`src/design/vcs_consts.svh`:
```
// constants for the valve command and solenoid drive block
`ifndef VCS_CONSTS_SVH
`define VCS_CONSTS_SVH

`define VCS_CLK_HZ       50000000
`define VCS_PWM_HZ       1000
`define VCS_MS_HZ        1000
`define VCS_FULL         13'sh03e8
`define VCS_ZERO         13'sh0000
`define VCS_DITH_PER     4'h5
`define VCS_OPM_UNI1     2'h0
`define VCS_OPM_UNI2     2'h1
`define VCS_OPM_BIP      2'h2
`define VCS_OPM_DIN      2'h3
`define VCS_DOUT_FOLLOW  2'h0
`define VCS_DOUT_LOW     2'h1
`define VCS_DOUT_HIGH    2'h2
`define VCS_SRC_PIN      4'h0
`define VCS_SRC_NONE     4'hf
`define VCS_RST_ISIG     8'h00

`endif

```
`src/design/vcs_pkg.sv`:
```
// types for the valve command and solenoid drive block
package vcs_pkg;

    typedef enum logic [3:0] {
        CM_1  = 4'h0,
        CM_3  = 4'h1,
        CM_4  = 4'h2,
        CM_N5 = 4'h3,
        CM_6  = 4'h4,
        CM_9  = 4'h5,
        CM_7  = 4'h6,
        CM_N6 = 4'h7,
        CM_N7 = 4'h8,
        CM_N8 = 4'h9
    } vcs_ctl_mode_t;

    typedef enum logic [2:0] {
        PR_OFF  = 3'b001,
        PR_FULL = 3'b010,
        PR_RED  = 3'b100
    } vcs_pr_t;

    typedef struct packed {
        vcs_ctl_mode_t      ctl_mode;
        logic [1:0]         op_mode;
        logic               two_sol;
        logic [3:0]         din_src;
        logic signed [11:0] cmd;
        logic signed [11:0] ctl;
    } vcs_ch_t;

    typedef struct packed {
        logic       own_ch;
        logic       own_drv;
        logic       switching;
        logic       meas_on;
        logic       pr_en;
        logic [15:0] red_ms;
        logic [9:0] red_val;
        logic [9:0] dith_amp;
    } vcs_sol_t;

    typedef struct packed {
        logic [15:0]      cnt;
        logic [15:0]      ms_cnt;
        logic             ms_tick;
        logic [3:0]       dith_cnt;
        logic             dith_ph;
        logic             din_meta;
        logic             din_sync;
        logic [7:0]       isig;
        logic             dig_out;
        logic [1:0]       sol_on;
        logic [1:0]       meas;
        logic [1:0]       err;
        vcs_pr_t [1:0]    pr;
        logic [1:0][15:0] pr_ms;
    } vcs_state_t;

endpackage : vcs_pkg

```
`src/design/vcs_drive.sv`:
```
// command shaping, solenoid selection, pwm with dither and power reduction
`timescale 1ns/1ps
`default_nettype none
`include "vcs_consts.svh"

module vcs_drive
    import vcs_pkg::*;
#(
    parameter int unsigned PWM_CYC = `VCS_CLK_HZ / `VCS_PWM_HZ,
    parameter int unsigned MS_CYC  = `VCS_CLK_HZ / `VCS_MS_HZ
)
(
    input  wire logic         clk,
    input  wire logic         rst_n,
    input  wire vcs_ch_t [1:0] ch,
    input  wire vcs_sol_t [1:0] sol,
    input  wire logic         din_pin,
    input  wire logic         dout_func,
    input  wire logic [1:0]   dout_mode,
    input  wire logic [3:0]   dout_dst,
    output var  logic [1:0]   sol_on,
    output var  logic [1:0]   meas_en,
    output var  logic         dig_out,
    output var  logic [7:0]   isig,
    output var  logic [1:0]   cfg_err
);

    if (PWM_CYC < 1000 || PWM_CYC > 65536 || MS_CYC < 1 || MS_CYC > 65536)
    begin : g_bad_param
        $error("vcs_drive: PWM_CYC or MS_CYC out of range");
    end

    vcs_state_t s;
    vcs_state_t next_s;

    // values shared by logic and checks
    logic [1:0][1:0][9:0] drv;
    logic [1:0][9:0]      eff;
    logic [1:0]           pr_ok;

    function automatic logic signed [12:0] sat(input logic signed [12:0] v,
                                               input logic signed [12:0] lo,
                                               input logic signed [12:0] hi);
        logic signed [12:0] r;
        r = v;
        if (v < lo)
        begin
            r = lo;
        end
        if (v > hi)
        begin
            r = hi;
        end
        return r;
    endfunction : sat

    function automatic logic [9:0] pos_part(input logic signed [12:0] v);
        return (v > `VCS_ZERO) ? v[9:0] : 10'h000;
    endfunction : pos_part

    function automatic logic [9:0] neg_part(input logic signed [12:0] v);
        logic signed [12:0] n;
        n = -v;
        return (v < `VCS_ZERO) ? n[9:0] : 10'h000;
    endfunction : neg_part

    always_comb
    begin
        logic               din;
        logic signed [12:0] in_v;
        logic signed [12:0] uni;
        logic signed [12:0] icmd;
        logic signed [12:0] ctl;
        logic signed [12:0] dv;
        logic [9:0]         duty;
        logic               legal;
        logic               dval;
        din    = 1'b0;
        in_v   = `VCS_ZERO;
        uni    = `VCS_ZERO;
        icmd   = `VCS_ZERO;
        ctl    = `VCS_ZERO;
        dv     = `VCS_ZERO;
        duty   = 10'h000;
        legal  = 1'b0;
        dval   = 1'b0;
        drv    = '0;
        eff    = '0;
        pr_ok  = '0;
        next_s = s;

        // pwm frame and millisecond tick
        next_s.cnt = (32'(s.cnt) == PWM_CYC - 1) ? 16'h0000 : s.cnt + 16'h0001;
        next_s.ms_tick = (32'(s.ms_cnt) == MS_CYC - 1);
        next_s.ms_cnt = next_s.ms_tick ? 16'h0000 : s.ms_cnt + 16'h0001;
        if (s.cnt == 16'h0000)
        begin
            next_s.dith_cnt = (s.dith_cnt == `VCS_DITH_PER - 4'h1) ? 4'h0
                                                                  : s.dith_cnt + 4'h1;
            if (s.dith_cnt == `VCS_DITH_PER - 4'h1)
            begin
                next_s.dith_ph = ~s.dith_ph;
            end
        end

        // pin passes two flops before use
        next_s.din_meta = din_pin;
        next_s.din_sync = s.din_meta;

        for (int c = 0; c < 2; c++)
        begin
            if (ch[c].din_src == `VCS_SRC_PIN)
            begin
                din = s.din_sync;
            end
            else if (ch[c].din_src == `VCS_SRC_NONE || ch[c].din_src > 4'h8)
            begin
                din = 1'b0;
            end
            else
            begin
                din = s.isig[3'(ch[c].din_src - 4'h1)];
            end

            in_v = 13'(ch[c].cmd);
            uni  = sat(in_v, `VCS_ZERO, `VCS_FULL);
            case (ch[c].op_mode)
                `VCS_OPM_UNI1: icmd = uni;
                `VCS_OPM_UNI2: icmd = 13'((uni <<< 1) - `VCS_FULL);
                `VCS_OPM_BIP:  icmd = sat(in_v, -`VCS_FULL, `VCS_FULL);
                `VCS_OPM_DIN:  icmd = din ? -uni : uni;
                default:       icmd = `VCS_ZERO;
            endcase
            ctl = sat(13'(ch[c].ctl), -`VCS_FULL, `VCS_FULL);

            legal = (c == 0) || ch[c].ctl_mode == CM_1 || ch[c].ctl_mode == CM_3
                    || ch[c].ctl_mode == CM_6;
            if (ch[c].op_mode == `VCS_OPM_UNI1 && !ch[c].two_sol)
            begin
                legal = 1'b0;
            end
            if (ch[c].ctl_mode > CM_N8)
            begin
                legal = 1'b0;
            end

            case (ch[c].ctl_mode)
                CM_1, CM_3, CM_6:
                begin
                    if (ch[c].op_mode == `VCS_OPM_UNI1)
                    begin
                        drv[c][0] = pos_part(icmd);
                    end
                    else
                    begin
                        drv[c][0] = pos_part(icmd);
                        drv[c][1] = neg_part(icmd);
                    end
                end
                CM_4: drv[c][0] = pos_part(ctl);
                CM_N5, CM_9, CM_7:
                begin
                    drv[c][0] = pos_part(ctl);
                    drv[c][1] = neg_part(ctl);
                end
                CM_N6: drv[c][0] = (ctl > `VCS_ZERO) ? 10'(`VCS_FULL) : 10'h000;
                CM_N7:
                begin
                    drv[c][0] = (ctl > `VCS_ZERO) ? 10'(`VCS_FULL) : 10'h000;
                    drv[c][1] = (ctl > `VCS_ZERO) ? 10'(`VCS_FULL) : 10'h000;
                end
                CM_N8:
                begin
                    drv[c][0] = (ctl > `VCS_ZERO) ? 10'(`VCS_FULL) : 10'h000;
                    drv[c][1] = (ctl < `VCS_ZERO) ? 10'(`VCS_FULL) : 10'h000;
                end
                default: drv[c] = '0;
            endcase
            if (!legal)
            begin
                drv[c] = '0;
            end
            next_s.err[c] = !legal;
        end

        for (int k = 0; k < 2; k++)
        begin
            duty = drv[sol[k].own_ch][sol[k].own_drv];
            pr_ok[k] = sol[k].pr_en && sol[k].switching && !sol[k].meas_on;
            case (s.pr[k])
                PR_OFF:
                begin
                    next_s.pr_ms[k] = 16'h0000;
                    if (duty != 10'h000)
                    begin
                        next_s.pr[k] = PR_FULL;
                    end
                end
                PR_FULL:
                begin
                    if (s.ms_tick && s.pr_ms[k] != 16'hffff)
                    begin
                        next_s.pr_ms[k] = s.pr_ms[k] + 16'h0001;
                    end
                    if (pr_ok[k] && s.pr_ms[k] >= sol[k].red_ms)
                    begin
                        next_s.pr[k] = PR_RED;
                    end
                end
                PR_RED:  next_s.pr[k] = pr_ok[k] ? PR_RED : PR_FULL;
                default: next_s.pr[k] = PR_OFF;
            endcase
            if (duty == 10'h000)
            begin
                next_s.pr[k] = PR_OFF;
            end
            eff[k] = (s.pr[k] == PR_RED && duty > sol[k].red_val) ? sol[k].red_val : duty;

            dv = 13'(eff[k]);
            if (eff[k] != 10'h000)
            begin
                dv = s.dith_ph ? dv + 13'(sol[k].dith_amp) : dv - 13'(sol[k].dith_amp);
                dv = sat(dv, `VCS_ZERO, `VCS_FULL);
            end
            // compare scaled so no divider is needed
            next_s.sol_on[k] = (32'(s.cnt) * 32'd1000) < (32'(dv[9:0]) * PWM_CYC);
            next_s.meas[k] = sol[k].meas_on;
        end

        case (dout_mode)
            `VCS_DOUT_LOW:  dval = 1'b0;
            `VCS_DOUT_HIGH: dval = 1'b1;
            default:        dval = dout_func;
        endcase
        // output may land on internal signal
        next_s.isig = `VCS_RST_ISIG;
        next_s.dig_out = 1'b0;
        if (dout_dst == `VCS_SRC_PIN)
        begin
            next_s.dig_out = dval;
        end
        else if (dout_dst <= 4'h8)
        begin
            next_s.isig[3'(dout_dst - 4'h1)] = dval;
        end
    end

    always_ff @(posedge clk or negedge rst_n)
    begin
        if (!rst_n)
        begin
            s    <= '0;
            s.pr <= '{PR_OFF, PR_OFF};
        end
        else
        begin
            s <= next_s;
        end
    end

    assign sol_on  = s.sol_on;
    assign meas_en = s.meas;
    assign dig_out = s.dig_out;
    assign isig    = s.isig;
    assign cfg_err = s.err;
endmodule : vcs_drive

`default_nettype wire

```
`config.mk`:
```
export PLATFORM = sky130hd
export DESIGN_NAME = vcs_drive
export DESIGN_NICKNAME = d
export VERILOG_FILES = /design/src/design/vcs_pkg.sv /design/src/design/vcs_drive.sv
export VERILOG_INCLUDE_DIRS = /design/src /design/src/design
export SDC_FILE = /design/constraint.sdc
export NUM_CORES = 1
export LEC_CHECK = 0
export ABC_CLOCK_PERIOD_IN_PS = 12100
export BUFFER_PORTS_ARGS = -buffer_cell sky130_fd_sc_hd__buf_2
export CAP_MARGIN = 20
export CORE_MARGIN = 3
export CORE_UTILIZATION = 46
export CTS_CLUSTER_DIAMETER = 60
export DETAILED_ROUTE_END_ITERATION = 12
export GPL_TIMING_DRIVEN = 1
export PLACE_DENSITY = 0.78
export SKIP_LAST_GASP = 1
export SYNTH_ARGS = -nofsm -noshare
export SYNTH_HDL_FRONTEND = slang
export SYNTH_SLANG_ARGS = --single-unit
```
`constraint.sdc`:
```
create_clock -name clk -period 12.1 [get_ports clk]
set_input_delay 0.605 -clock clk [delete_from_list [all_inputs] [get_ports clk]]
set_output_delay 0.605 -clock clk [all_outputs]
set_load 0.01 [all_outputs]
```
-- After elaboration in Yosys (flattened, before gate mapping)
Index checks and enable logic that the tools add are counted.
- flip-flop bits (word level): 93
- bits in latches: 0
- memory bits (writable): 0
- ROM bits: 0
- input port bits: 162
- output and inout port bits: 15
- logic and storage cells: 268
- memories kept: 0
- $add $sub $neg: 20
- multipliers: 3
- div/mod/pow operators: 0
- magnitude comparators: 41
- equality and inequality tests: 45
- shift operators: 0
- mux-type cells: 89
- bitwise logic cells: 2
- reductions and logical operators: 52
- operator list (cell ; number):
    10-bit 2-to-1 mux ; 26
    13-bit 2-to-1 mux ; 16
    20-bit 2-to-1 mux ; 6
    13-bit case mux with 4 select lines ; 2
    10-bit case mux with 4 select lines ; 2
    13-bit by 1-bit < comparator with 1-bit output (second input constant) ; 6
    16-bit by 1-bit adder with 16-bit output (second input constant) ; 4
    16-bit 2-to-1 mux ; 4
    16-bit case mux with 2 select lines ; 2
    10-bit case mux with 3 select lines ; 2
    13-bit by 1-bit > comparator with 1-bit output (second input constant) ; 4
    26-bit < comparator ; 2
    12-bit by 11-bit > comparator with 1-bit output (second input constant) ; 4
    12-bit by 11-bit < comparator with 1-bit output (second input constant) ; 4
    10-bit by 12-bit multiplier with 22-bit output (second input constant) ; 2
    10-bit negator ; 4
    10-bit nonzero test ; 4
    4-bit by 3-bit == test with 1-bit output (second input constant) ; 9
    16-bit == test (second input constant) ; 2
    16-bit >= comparator ; 2
    16-bit inequality test (second input constant) ; 2
    13-bit by 11-bit > comparator with 1-bit output (second input constant) ; 2
    13-bit negator ; 2
    13-bit by 11-bit subtractor with 13-bit output (second input constant) ; 2
    other kinds (43) ; 137

-- Longest topological paths before layout
Gate-level depths: netlist (run 1).
- depth after elaboration: 27
- depth in mapped cells: 71
- mapped depth without buffers: 71

-- Least setup slack after synthesis (run 1)
OpenSTA, ideal clock, no wires.
- path type: input to register
- start: in ch[22] in the netlist's numbering
- end: reg s (netlist bit sol_on[1])
- setup time: 0.122 ns
- arrival: 14.062 ns
- required time: 11.978 ns
- setup slack: -2.083 ns
- stages: 66
- buffers on the path: 3
- path through: clkbuf_1 > buf_1 > nand3_1 > ha_1 > nor4b_1 > a211o_1 > o31a_2 > o21ai_1 > ha_1 > nand3_1 > nor4b_2 > a311oi_1 > o311ai_0 > nand3_1 > ha_1 > nor2b_1 > o21a_1 > o21a_1 > [30 not listed] > o21bai_1 > a21oi_1 > o21bai_1 > a21oi_1 > nor2b_1 > o21a_1 > o31a_1 > o41ai_1 > and4b_1 > nor4_1 > ha_1 > nand4_1 > nor4_1 > o21ai_0 > o211ai_1 > nor2_1 > and3_1 > a32o_1
- RTL lines (what ; line ; RTL):
    start, declared ; vcs_drive.sv:15 ; input wire vcs_ch_t [1:0] ch,
    end signal, assigned ; vcs_drive.sv:257 ; s <= next_s;
    end, declared ; vcs_drive.sv:33 ; vcs_state_t s;

==> impl_summary.log, run 1 <==
[metrics] power density cells: 84.8 nW/um^2
[metrics] Initial DRC Count: 1633
[metrics] most area-consuming cells after synthesis: sky130_fd_sc_hd__ha_1, sky130_fd_sc_hd__dfrtp_1, sky130_fd_sc_hd__fa_1
[metrics] cell type of the slowest stage on the worst timing path: sky130_fd_sc_hd__or4b_4
[metrics] RSZ-0062 raised after global routing: yes
[metrics] crit share post-route: 110%
[metrics] signed area change from the synthesized netlist to the final layout: 34.2%
[metrics] PnR worst setup slack: -1210 ps
[metrics] sequential share of power: 14.7%
[metrics] number of port buffers: 176
[metrics] launching element type of the critical path: input pin
[metrics] number of enable-type register cells in the synthesized netlist: 0
[metrics] GRT met3 Usage: 4.46%
[metrics] violations in the final reports: setup timing
[metrics] drt via density: 5.76
[metrics] final core utilization: 63.4%
[metrics] antenna-violating nets left: 0
[metrics] post-synthesis compound-gate area fraction: 21.8%
[metrics] number of violations of the max-capacitance limit: 0
[metrics] Tot GR Track Use: 28.6%
[metrics] GP Congestion: 1.00
[metrics] insertion delay to the later sink of the worst-skew pair: 410 ps
[metrics] mux cell area share after synthesis: 1.75%
[metrics] Data required, critical path: 12390 ps
[metrics] Int Pwr: 0.00128 W
[metrics] DRC viols: 0
[metrics] netlist area before placement: 20100 sq um
[metrics] die height: 215 um
[metrics] portion of the post-synthesis area used by sequential elements: 11.6%
[metrics] area leader, netlist: sky130_fd_sc_hd__ha_1
[metrics] Worst Tran Pin Value: 1070 ps
[metrics] number of top-level design ports: 177
[metrics] number of optimization iterations in the first detailed-route pass: 5
[metrics] met1 Use GR: 36.6%
[metrics] vias after detailed routing: 21.7k
[metrics] placement row count: 75
[metrics] total net switching power: 0.00100 W
[metrics] crit path max fanout: 6
[metrics] synthesized instance count: 2449
[metrics] top library cells by usage in the layout, fill and taps aside: sky130_fd_sc_hd__buf_4, sky130_fd_sc_hd__ha_1, sky130_fd_sc_hd__inv_1
[metrics] met2 GRT Util: 49.3%
[metrics] final worst path period need: 13310 ps
[metrics] delay of the slowest cell on the worst path: 520 ps
[metrics] headroom to the max-slew limit: 28.4%
[metrics] HPWL after detailed placement: 57.1 mm
[metrics] flops & latches, synth: 93
[metrics] Min-Delay Path Class: input pin to async pin
[metrics] effective utilization at floorplan: 47.2%
[metrics] highest ir drop seen on vdd: 0.0791 mV
[metrics] Top FF cell, synth: sky130_fd_sc_hd__dfrtp_1
[metrics] data arrival time of the critical path: 13600 ps
[metrics] average routed wire per standard cell: 18.2 um
[metrics] number of warnings printed during yosys synthesis: 0
[metrics] antenna violations before repair: 8
[metrics] clock tree buffer depth: 2
[metrics] die area: 46300 sq um
[metrics] highest attainable clock frequency: 0.0751 GHz
[metrics] standard cell core area: 42600 sq um
[metrics] simple-gate share of the synthesized area: 19.6%
[metrics] Worst Setup Path Type: input pin to flop
[metrics] total nets after synthesis: 3069
[metrics] layout net count: 3791
[metrics] share of the synthesized area in the top cell type: 22.6%
[metrics] die width: 215 um
[metrics] synth unique cells: 120
[metrics] Root Driver: sky130_fd_sc_hd__clkbuf_16
[metrics] leak pwr: 14.1 nW
[metrics] crit end category: flop
[metrics] Gate power share: 71.7%
[metrics] largest family of logic cells by synthesized area: adder cells
[metrics] Total Routed Length: 68.3 mm
[metrics] share of post-route cells with drive strength above 1: 30.7%
[metrics] result of the run: finished, violations left
[metrics] maximum number of pins on one net before global-route repair: 62
[metrics] Top Usage Layer GRT: met2
[metrics] fraction of synthesized cell area in xor and xnor cells: 6.36%
[metrics] Setup Viol. Count Final: 2
[metrics] total CTS buffers: 9
[metrics] switching power as a share of total power: 43.9%
[metrics] clock transition at the register clock pins on the worst setup and hold paths after CTS: 100 ps
[metrics] Adder-Cell Fraction of Synth Area: 32.0%
[metrics] via count of the first global-routing pass: 22.2k
[metrics] quantity of hold-fixing buffers added after cts: 0
[metrics] final count of hold timing violations: 0
[metrics] first-pass GRT wire length: 110 mm
[metrics] sum of overflow across all layers after global routing: 0
[metrics] Avg Synthesized Cell Area: 8.21 sq um
[metrics] CTS HTree Levels: 3
[metrics] TritonCTS clock tree: yes
[metrics] worst hold slack: 184 ps
[metrics] Async SR Flop Fraction: 100%
[metrics] Layout Skew: 25.5 ps
[metrics] number of sinks on the clock net: 93
[metrics] clock network power share: 13.6%
[metrics] Max Transition Viols Final: 0
[metrics] crit-path most repeated cell: sky130_fd_sc_hd__ha_1
[metrics] most common cell after layout, fill and taps aside: sky130_fd_sc_hd__buf_4
-- per-stage QoR --
step           worst slack, ps  setup TNS (ps)  cell area (sq um)  total power (W)  std cells
2_1_floorplan             -777           -1440              20500          0.00127       2449
3_3_place_gp             -1390           -2620              26100          0.00185       3715
3_5_place_dp             -1940           -3570              26100          0.00191       3715
4_1_cts                  -1070           -2120              26500          0.00225       3740
5_1_grt                  -1950           -3740              27000          0.00248       3756
6_report                 -1210           -2270              27000          0.00229       3759
-- repair_timing --
item                                    4_1_cts  5_1_grt
resized for setup                            19       78
endpoints found under the setup margin        2        2
pin swaps                                    15       53
setup buffers                                 9       13
cloned                                        0        0
-- worst max-delay path, delay by kind of cell --
kind / cells / cell delay (ps)
AND/OR/NAND/NOR: 14 / 2420
AO/OA/AOI/OAI: 29 / 5990
adder cells (fa/ha/maj): 11 / 3510
buffers and inverters: 7 / 720
multiplexers: 1 / 330
-- cells in the mapped netlist, types with 9 or more instances --
library cell,count
sky130_fd_sc_hd__a211o_1,11
sky130_fd_sc_hd__a211oi_1,17
sky130_fd_sc_hd__a21o_1,54
sky130_fd_sc_hd__a21oi_1,140
sky130_fd_sc_hd__a31oi_1,23
sky130_fd_sc_hd__a41oi_1,9
sky130_fd_sc_hd__and2_1,16
sky130_fd_sc_hd__and3_1,27
sky130_fd_sc_hd__and4_1,9
sky130_fd_sc_hd__buf_4,17
sky130_fd_sc_hd__clkbuf_1,34
sky130_fd_sc_hd__dfrtp_1,91
sky130_fd_sc_hd__fa_1,94
sky130_fd_sc_hd__ha_1,364
sky130_fd_sc_hd__inv_1,273
sky130_fd_sc_hd__mux2i_1,15
sky130_fd_sc_hd__nand2_1,140
sky130_fd_sc_hd__nand2b_1,40
sky130_fd_sc_hd__nand3_1,59
sky130_fd_sc_hd__nand4_1,40
sky130_fd_sc_hd__nor2_1,198
sky130_fd_sc_hd__nor2b_1,39
sky130_fd_sc_hd__nor3_1,69
sky130_fd_sc_hd__nor3b_1,13
sky130_fd_sc_hd__nor4_1,22
sky130_fd_sc_hd__o211a_1,9
sky130_fd_sc_hd__o211ai_1,19
sky130_fd_sc_hd__o21a_1,29
sky130_fd_sc_hd__o21ai_0,116
sky130_fd_sc_hd__o21ai_1,9
sky130_fd_sc_hd__o21bai_1,29
sky130_fd_sc_hd__o221ai_1,9
sky130_fd_sc_hd__o22ai_1,9
sky130_fd_sc_hd__o311ai_0,9
sky130_fd_sc_hd__o31ai_1,20
sky130_fd_sc_hd__or2_2,15
sky130_fd_sc_hd__or3_1,17
sky130_fd_sc_hd__xnor2_1,89
sky130_fd_sc_hd__xor2_1,57
-- path summary, 6_finish.rpt --
check | depth (start not counted) | slack, ps | endpoint | from
max | 62 | -1210 | sol_on[1]$_DFF_PN0_ | ch[16]
min | 1 | 180 | s[58]$_DFFE_PN0N_ | rst_n
max reg2reg | 63 | -960 | sol_on[1]$_DFF_PN0_ | isig[6]$_DFF_PN0_
min reg2reg | 0 | 380 | s[53]$_DFF_PN0_ | next_s[53]$_DFF_PN0_
max in group asynchronous | 2 | 10680 | s[19]$_DFFE_PN0P_ | rst_n
min in group clk | 1 | 310 | next_s[53]$_DFF_PN0_ | din_pin
-- sequential cells by signal, summed over array words and instances, names as in the netlist --
register	cells
next_s	1
s	77
cfg_err	2
sol_on	2
dig_out	1
isig	8
meas_en	2
-- per-layer routing --
layer,part of all wire (%),wire (um)
met4,3.6,2430
met1,42,28900
met5,0.047,32
met3,6.3,4310
met2,48,32600
-- cells by family (layout without fill, tap and decap cells) --
| logic type | Yosys count | count (layout) |
|---|---|---|
| other cells | 0 | 6 |
| buf+inv | 338 | 1065 |
| simple gates | 756 | 756 |
| xor+xnor | 146 | 146 |
| compound gates | 629 | 629 |
| fa+ha+maj | 459 | 459 |
| flops | 93 | 93 |
| mux | 28 | 28 |
-- final cells by class --
type / instances / area (sq um)
clock buffer: 9 / 225
antenna: 6 / 15.0
fill: 3554 / 15600
clock inverter: 7 / 70.1
tap: 577 / 722
timing repair buffer: 775 / 5400
inverter: 274 / 1030
sequential: 93 / 2330
multi-input combinational: 2018 / 17200
-- power groups by stage --
stage	registers [W]	clock network [W]	logic, W
2_1_floorplan	0.000338	0	0.000927
3_3_place_gp	0.000342	0	0.00150
3_5_place_dp	0.000343	0	0.00157
4_1_cts	0.000337	0.000318	0.00159
5_1_grt	0.000339	0.000331	0.00181
6_report	0.000337	0.000311	0.00164
No activity file was read; power rests on OpenSTA's default activity.
==> run 2: changes to the inputs <==
- PLACE_DENSITY: 0.78 -> 0.65
==> run 2 against run 1 <==
The run still ends with setup timing left. Clock skew rose by 11 ps. Wire length decreased by 3.9%. First-iteration DRC count fell by 4.5%. Sequential power barely moved. Power down 0.62%. Maximum frequency down 0.59%. Clock power rose by 2%. Non-clock buffer count decreased by 10. Utilization fell by 0.33 points. Largest power group unchanged.
==> impl_summary.log, run 2 (synthesis gave the netlist of run 1 again) <==
[metrics] via count of the first global-routing pass: 21.4k (-3.7%)
[metrics] clock tree buffer depth: 2 (unchanged)
[metrics] Worst Setup Path Type: input pin to flop
[metrics] total CTS buffers: 9 (unchanged)
[metrics] register bank with the most flops: s
[metrics] area of the multi-input gates: 17100 sq um (-0.62%)
[metrics] Bufs and invs on worst path: 8 (+1)
[metrics] filler cell count in the final layout: 3742 (+5.3%)
[metrics] crit path max fanout: 5 (-1)
[metrics] headroom to the max-slew limit: 24.4% (-4.0 points)
[metrics] number of port buffers: 176 (unchanged)
[metrics] power density cells: 84.7 nW/um^2 (-0.10%)
[metrics] number of sinks on the clock net: 93 (unchanged)
[metrics] clock transition at the register clock pins on the worst setup and hold paths after CTS: 110 ps (about the same)
[metrics] maximum number of pins on one net before global-route repair: 51 (-18%)
[metrics] count of non-filler cells in the finished layout: 3749 (-0.27%)
[metrics] vias after detailed routing: 21.1k (-2.8%)
[metrics] number of cells in the design after placement: 3698 (-0.46%)
[metrics] signed area change from the synthesized netlist to the final layout: 33.5%
[metrics] standard cell core area: 42600 sq um (unchanged)
[metrics] share of post-route cells with drive strength above 1: 30.2% (-0.47 points)
[metrics] antenna-violating nets left: 0 (unchanged)
[metrics] most common cell after layout, fill and taps aside: sky130_fd_sc_hd__buf_4
[metrics] register area: 2330 sq um (unchanged)
[metrics] die width: 215 um (unchanged)
[metrics] crit share post-route: 111% (+0.66 points)
[metrics] number of violations of the max-capacitance limit: 0 (unchanged)
[metrics] family with the most delay on the worst path: compound AO/OA/AOI/OAI gates
[metrics] flip-flop count of the largest register after layout: 77 (unchanged)
[metrics] Root Driver: sky130_fd_sc_hd__clkbuf_16
[metrics] Min-Delay Path Class: input pin to async pin
[metrics] die height: 215 um (unchanged)
[metrics] layout net count: 3781 (-0.26%)
[metrics] sum of overflow across all layers after global routing: 0 (unchanged)
[metrics] final count of hold timing violations: 0 (unchanged)
[metrics] RSZ-0062 raised after global routing: yes
[metrics] worst hold slack: 192 ps (+7.65 ps)
[metrics] highest attainable clock frequency: 0.0747 GHz (-0.59%)
[metrics] first-pass GRT wire length: 106 mm (-3.3%)
[metrics] number of top-level design ports: 177 (unchanged)
[metrics] drt via density: 5.61 (-2.5%)
[metrics] final worst path period need: 13390 ps (+79.5 ps)
[metrics] placement row count: 75 (unchanged)
[metrics] CTS HTree Levels: 3 (unchanged)
[metrics] Data required, critical path: 12410 ps (+20 ps)
[metrics] leak pwr: 14.1 nW (-0.21%)
[metrics] die area: 46300 sq um (unchanged)
[metrics] data arrival time of the critical path: 13700 ps (+100 ps)
[metrics] antenna violations before repair: 5 (-3)
[metrics] highest ir drop seen on vdd: 0.0946 mV (+20%)
[metrics] top library cells by usage in the layout, fill and taps aside: sky130_fd_sc_hd__buf_4, sky130_fd_sc_hd__ha_1, sky130_fd_sc_hd__inv_1
[metrics] Initial DRC Count: 1559 (-4.5%)
[metrics] crit end category: flop
[metrics] number of optimization iterations in the first detailed-route pass: 6 (+1)
[metrics] Worst Tran Pin Value: 1130 ps (+66.3 ps)
[metrics] Total Routed Length: 65.6 mm (-3.9%)
[metrics] Setup Slack @ Placement: -1990 ps (-42.7 ps)
[metrics] GP Congestion: 1.02 (+1.2%)
[metrics] Tot GR Track Use: 27.7% (-0.98 points)
[metrics] Setup TNS Final: -2570 ps (-304 ps)
[metrics] TritonCTS clock tree: yes
[metrics] launching element type of the critical path: input pin
[metrics] result of the run: finished, violations left
[metrics] Layout Skew: 36.1 ps (+10.6 ps)
[metrics] Max Transition Viols Final: 0 (unchanged)
[metrics] Setup Viol. Count Final: 2 (unchanged)
[metrics] violations in the final reports: setup timing
[metrics] HPWL after detailed placement: 54.8 mm (-4.1%)
[metrics] average routed wire per standard cell: 17.5 um (-3.6%)
[metrics] delay of the slowest cell on the worst path: 530 ps (about the same)
[metrics] insertion delay to the later sink of the worst-skew pair: 410 ps (about the same)
[metrics] DRC viols: 0 (unchanged)
[metrics] final core utilization: 63.0% (-0.33 points)
[metrics] PnR worst setup slack: -1290 ps (-79.5 ps)
[metrics] effective utilization at floorplan: 47.2% (unchanged)
[metrics] cell type of the slowest stage on the worst timing path: sky130_fd_sc_hd__fa_1
==> run 2: changes by cell type in the layout (fill, tap and decap cells not counted), moves of 4 or more <==
cell	previous run	this run
sky130_fd_sc_hd__o21ai_0	93	101
sky130_fd_sc_hd__ha_4	12	7
sky130_fd_sc_hd__ha_1	345	351
sky130_fd_sc_hd__buf_4	598	585
sky130_fd_sc_hd__o21ai_1	29	19
sky130_fd_sc_hd__a21oi_1	126	130
==> run 2: path summary, 6_finish.rpt <==
| kind | from | end | slack (ps) | depth (start not counted) |
|---|---|---|---|---|
| setup / recovery | ch[8] | sol_on[1]$_DFF_PN0_ | -1290 | 71 |
| hold / removal | rst_n | cfg_err[1]$_DFF_PN0_ | 190 | 1 |
| setup reg to reg | isig[7]$_DFF_PN0_ | sol_on[1]$_DFF_PN0_ | -1180 | 65 |
| hold reg to reg | next_s[53]$_DFF_PN0_ | s[53]$_DFF_PN0_ | 410 | 0 |
| max in group asynchronous | rst_n | s[53]$_DFF_PN0_ | 10700 | 2 |
| min in group clk | din_pin | next_s[53]$_DFF_PN0_ | 300 | 1 |
==> run 2: power by group <==
| part | total [W] | internal (W) | switching (W) |
|---|---|---|---|
| Sequential | 0.000336 | 0.000324 | 0.0000118 |
| Clock | 0.000318 | 0.000150 | 0.000168 |
| Combinational | 0.00162 | 0.000813 | 0.000808 |
==> run 2: final cells by class <==
class	count	share of cell area [%]
Inverter	274	3.83
Clock inverter	7	0.303
Timing Repair Buffer	765	19.9
Tap cell	577	2.69
Sequential cell	93	8.68
Clock buffer	9	0.839
Multi-Input combinational cell	2018	63.7
Antenna cell	6	0.0559
==> run 2: routing by layer <==
metal / vias up / global-route usage (%) / share of wire [%]
met3: 108 / 2.88 / 5.4
met2: 601 / 49.1 / 49
met5: - / 0 / 0.018
met1: 10060 / 35.5 / 43
met4: 2 / 8.22 / 2.5
li1: 10279 / - / -
==> run 2: timing repair <==
| item | 4_1_cts | 5_1_grt |
|---|---|---|
| hold buffers | 0 | 0 |
| resized for setup | 38 | 34 |
| buffers inserted | 22 | 5 |
| hold endpoints to repair | 0 | 0 |
| cloned | 0 | 0 |
| endpoints found under the setup margin | 2 | 2 |
| pin swaps | 38 | 17 |
==> run 2: worst register-to-register path: cells and delay by family (launching register included) <==
| family | cells | cell delay [ps] |
|---|---|---|
| AOI/OAI and AO/OA | 28 | 4950 |
| adders and majority gates | 10 | 3420 |
| and+or+nand+nor | 17 | 2660 |
| muxes | 2 | 860 |
| buffers and inverters | 7 | 790 |
| DFF | 1 | 420 |
| xor gates and xnor gates | 1 | 120 |
==> run 2: metrics by stage <==
stage | instance area, sq um | power, W
2_1_floorplan | 20500 | 0.00127
3_3_place_gp | 25900 | 0.00187
3_5_place_dp | 25900 | 0.00191
4_1_cts | 26600 | 0.00227
5_1_grt | 26800 | 0.00249
6_report | 26900 | 0.00228
==> run 3: changes to the inputs <==
- CORE_UTILIZATION: 46 -> 25
- CTS_BUF_LIST: unset -> sky130_fd_sc_hd__clkbuf_8 sky130_fd_sc_hd__clkbuf_16
- PLACE_DENSITY: 0.65 -> 0.39
==> run 3 against run 2 <==
The flow still finishes with violations (setup timing). Largest cell class unchanged. Maximum frequency increased by 0.21%. Die area rose by 81%. Non-clock buffer count rose by 44. Hold slack better by 11 ps. Largest power group unchanged. Critical path depth is 1 higher. Sequential cell count stayed put. Register-to-register slack improved by 90 ps. Utilization decreased by 28 points.
==> impl_summary.log, run 3 (synthesis gave the netlist of run 1 again) <==
[metrics] depth of the most critical reg-to-reg path: 64 (-1.5%)
[metrics] Register-to-Register Setup Slack: -1090 ps (+90 ps)
[metrics] Worst Tran Pin Value: 973 ps (-159 ps)
[metrics] Worst Setup Path Type: input pin to flop
[metrics] delay of the slowest cell on the worst path: 480 ps (-50 ps)
[metrics] quantity of hold-fixing buffers added after cts: 0 (unchanged)
[metrics] crit path max fanout: 3 (-2)
[metrics] highest ir drop seen on vdd: 0.0607 mV (-36%)
[metrics] violations in the final reports: setup timing
[metrics] Met2 Routed Length: 34.8 mm (+7.7%)
[metrics] worst hold slack: 203 ps (+11.1 ps)
[metrics] HPWL after detailed placement: 62.0 mm (+13%)
[metrics] flip-flop count of the largest register after layout: 77 (unchanged)
[metrics] antenna violations before repair: 8 (+3)
[metrics] total CTS buffers: 9 (unchanged)
[metrics] Total Routed Length: 72.4 mm (+10%)
[metrics] RSZ-0062 raised after global routing: yes
[metrics] die area: 83900 sq um (+81%)
[metrics] number of top-level design ports: 177 (unchanged)
[metrics] vias after detailed routing: 20.5k (-2.6%)
[metrics] crit share post-route: 110% (-0.23 points)
[metrics] result of the run: finished, violations left
[metrics] TritonCTS clock tree: yes
[metrics] Setup TNS Final: -2090 ps (+479 ps)
[metrics] sum of overflow across all layers after global routing: 0 (unchanged)
[metrics] uppermost layer routed: met5
[metrics] top library cells by usage in the layout, fill and taps aside: sky130_fd_sc_hd__buf_4, sky130_fd_sc_hd__ha_1, sky130_fd_sc_hd__inv_1
[metrics] Min-Delay Path Class: input pin to async pin
[metrics] total routed wire length on the met1 layer: 33.1 mm (+18%)
[metrics] final worst path period need: 13360 ps (-28.3 ps)
[metrics] number of sinks on the clock net: 93 (unchanged)
[metrics] Data required, critical path: 12370 ps (-40 ps)
[metrics] antenna-violating nets left: 0 (unchanged)
[metrics] DRC viols: 0 (unchanged)
[metrics] leak pwr: 14.2 nW (+1.3%)
[metrics] signed area change from the synthesized netlist to the final layout: 38.3%
[metrics] Initial DRC Count: 822 (-47%)
[metrics] headroom to the max-slew limit: 35.0% (+11 points)
[metrics] die height: 290 um (+35%)
[metrics] die width: 290 um (+35%)
[metrics] placement row count: 103 (+37%)
[metrics] crit end category: flop
[metrics] share of post-route cells with drive strength above 1: 31.5% (+1.3 points)
[metrics] CTS HTree Levels: 3 (unchanged)
[metrics] launching element type of the critical path: input pin
[metrics] power density cells: 83.2 nW/um^2 (-1.8%)
[metrics] number of optimization iterations in the first detailed-route pass: 5 (-1)
[metrics] layout net count: 3825 (+1.2%)
[metrics] Root Driver: sky130_fd_sc_hd__clkbuf_16
[metrics] highest attainable clock frequency: 0.0749 GHz (+0.21%)
[metrics] area of the multi-input gates: 17100 sq um (+0.28%)
[metrics] maximum number of pins on one net before global-route repair: 52 (+2.0%)
[metrics] via count of the first global-routing pass: 21.1k (-1.3%)
[metrics] total power draw: 0.00232 W (+1.8%)
[metrics] Tot GR Track Use: 17.0% (-11 points)
[metrics] number of violations of the max-capacitance limit: 0 (unchanged)
[metrics] Max Transition Viols Final: 0 (unchanged)
[metrics] effective utilization at floorplan: 25.3% (-22 points)
[metrics] Layout Skew: 19.2 ps (-16.9 ps)
[metrics] number of port buffers: 176 (unchanged)
[metrics] clock transition at the register clock pins on the worst setup and hold paths after CTS: 90 ps (-20 ps)
[metrics] register bank with the most flops: s
[metrics] data arrival time of the critical path: 13630 ps (-70 ps)
[metrics] Setup Viol. Count Final: 2 (unchanged)
[metrics] PnR worst setup slack: -1260 ps (+28.3 ps)
[metrics] final count of hold timing violations: 0 (unchanged)
[metrics] GP Congestion: 0.910 (-10%)
[metrics] standard cell core area: 79400 sq um (+86%)
[metrics] met3 routed WL: 2.96 mm (-16%)
[metrics] drt via density: 4.81 (-14%)
[metrics] Setup Slack @ Placement: -2140 ps (-148 ps)
[metrics] most common cell after layout, fill and taps aside: sky130_fd_sc_hd__buf_4
[metrics] filler cell count in the final layout: 8360 (+120%)
[metrics] register area: 2330 sq um (unchanged)
[metrics] average routed wire per standard cell: 17.0 um (-3.0%)
[metrics] clock tree buffer depth: 2 (unchanged)
[metrics] first-pass GRT wire length: 113 mm (+7.0%)
[metrics] insertion delay to the later sink of the worst-skew pair: 390 ps (-20 ps)
[metrics] cell type of the slowest stage on the worst timing path: sky130_fd_sc_hd__fa_1
[run 3: cell count changes in the layout (fill, tap and decap cells not counted), sizes merged]
| cell | previous run | this run |
|---|---|---|
| clkinvlp | 0 | 1 |
| inv | 280 | 278 |
| clkinv | 1 | 2 |
| buf | 765 | 809 |
[run 3: worst max-delay path, delay by kind of cell]
family | cells | cell delay [ps]
simple gates | 18 | 3170
fa+ha+maj | 12 | 3480
compound gates | 30 | 5070
buf+inv | 11 | 1190
xor+xnor | 1 | 150
[run 3: what timing repair did]
item | 4_1_cts | 5_1_grt
pin swaps | 71 | 17
setup endpoints to repair | 2 | 2
resized for setup | 69 | 12
setup buffers | 30 | 4
[run 3: final cells by class]
class	count	area share, %
inverters	274	3.70
clock inverters	7	0.261
flip-flops and latches	93	8.38
diodes	6	0.0540
well taps	1050	4.72
clock buffers	9	0.810
multi-input cells	2018	61.6
repair buffers	809	20.4
[run 3: through the flow]
| step | area (sq um) | std cells | utilization [%] |
|---|---|---|---|
| after floorplan | 20500 | 2449 | - |
| after global placement | 26800 | 4209 | 33.8 |
| after detailed placement | 26800 | 4209 | 33.8 |
| after CTS | 27700 | 4255 | 34.9 |
| after global routing | 27800 | 4263 | 35.0 |
| final | 27800 | 4266 | 35.0 |
[run 3: power breakdown]
part | total, W | switching, W | internal, W | leakage [nW]
clock network | 0.000316 | 0.000170 | 0.000147 | 0.143
registers | 0.000337 | 0.0000130 | 0.000324 | 1.23
logic | 0.00166 | 0.000825 | 0.000837 | 12.9
total | 0.00232 | 0.00101 | 0.00131 | 14.2
[run 3: path summary, 6_finish.rpt]
| path | from | end |
|---|---|---|
| max in group asynchronous | rst_n | isig[2]$_DFF_PN0_ |
| min in group clk | sol[37] | meas_en[0]$_DFF_PN0_ |
| hold / removal | rst_n | s[3]$_DFFE_PN0P_ |
| setup reg to reg | isig[3]$_DFF_PN0_ | sol_on[0]$_DFF_PN0_ |
| setup / recovery | ch[8] | sol_on[0]$_DFF_PN0_ |
| hold reg to reg | next_s[53]$_DFF_PN0_ | s[53]$_DFF_PN0_ |
[run 3: layer usage]
metal  GRT usage, %  vias to the layer above
li1               -                    10339
met1           22.2                     9763
met2           29.6                      330
met3           2.23                       70
met4           4.29                        2
met5              0                        -
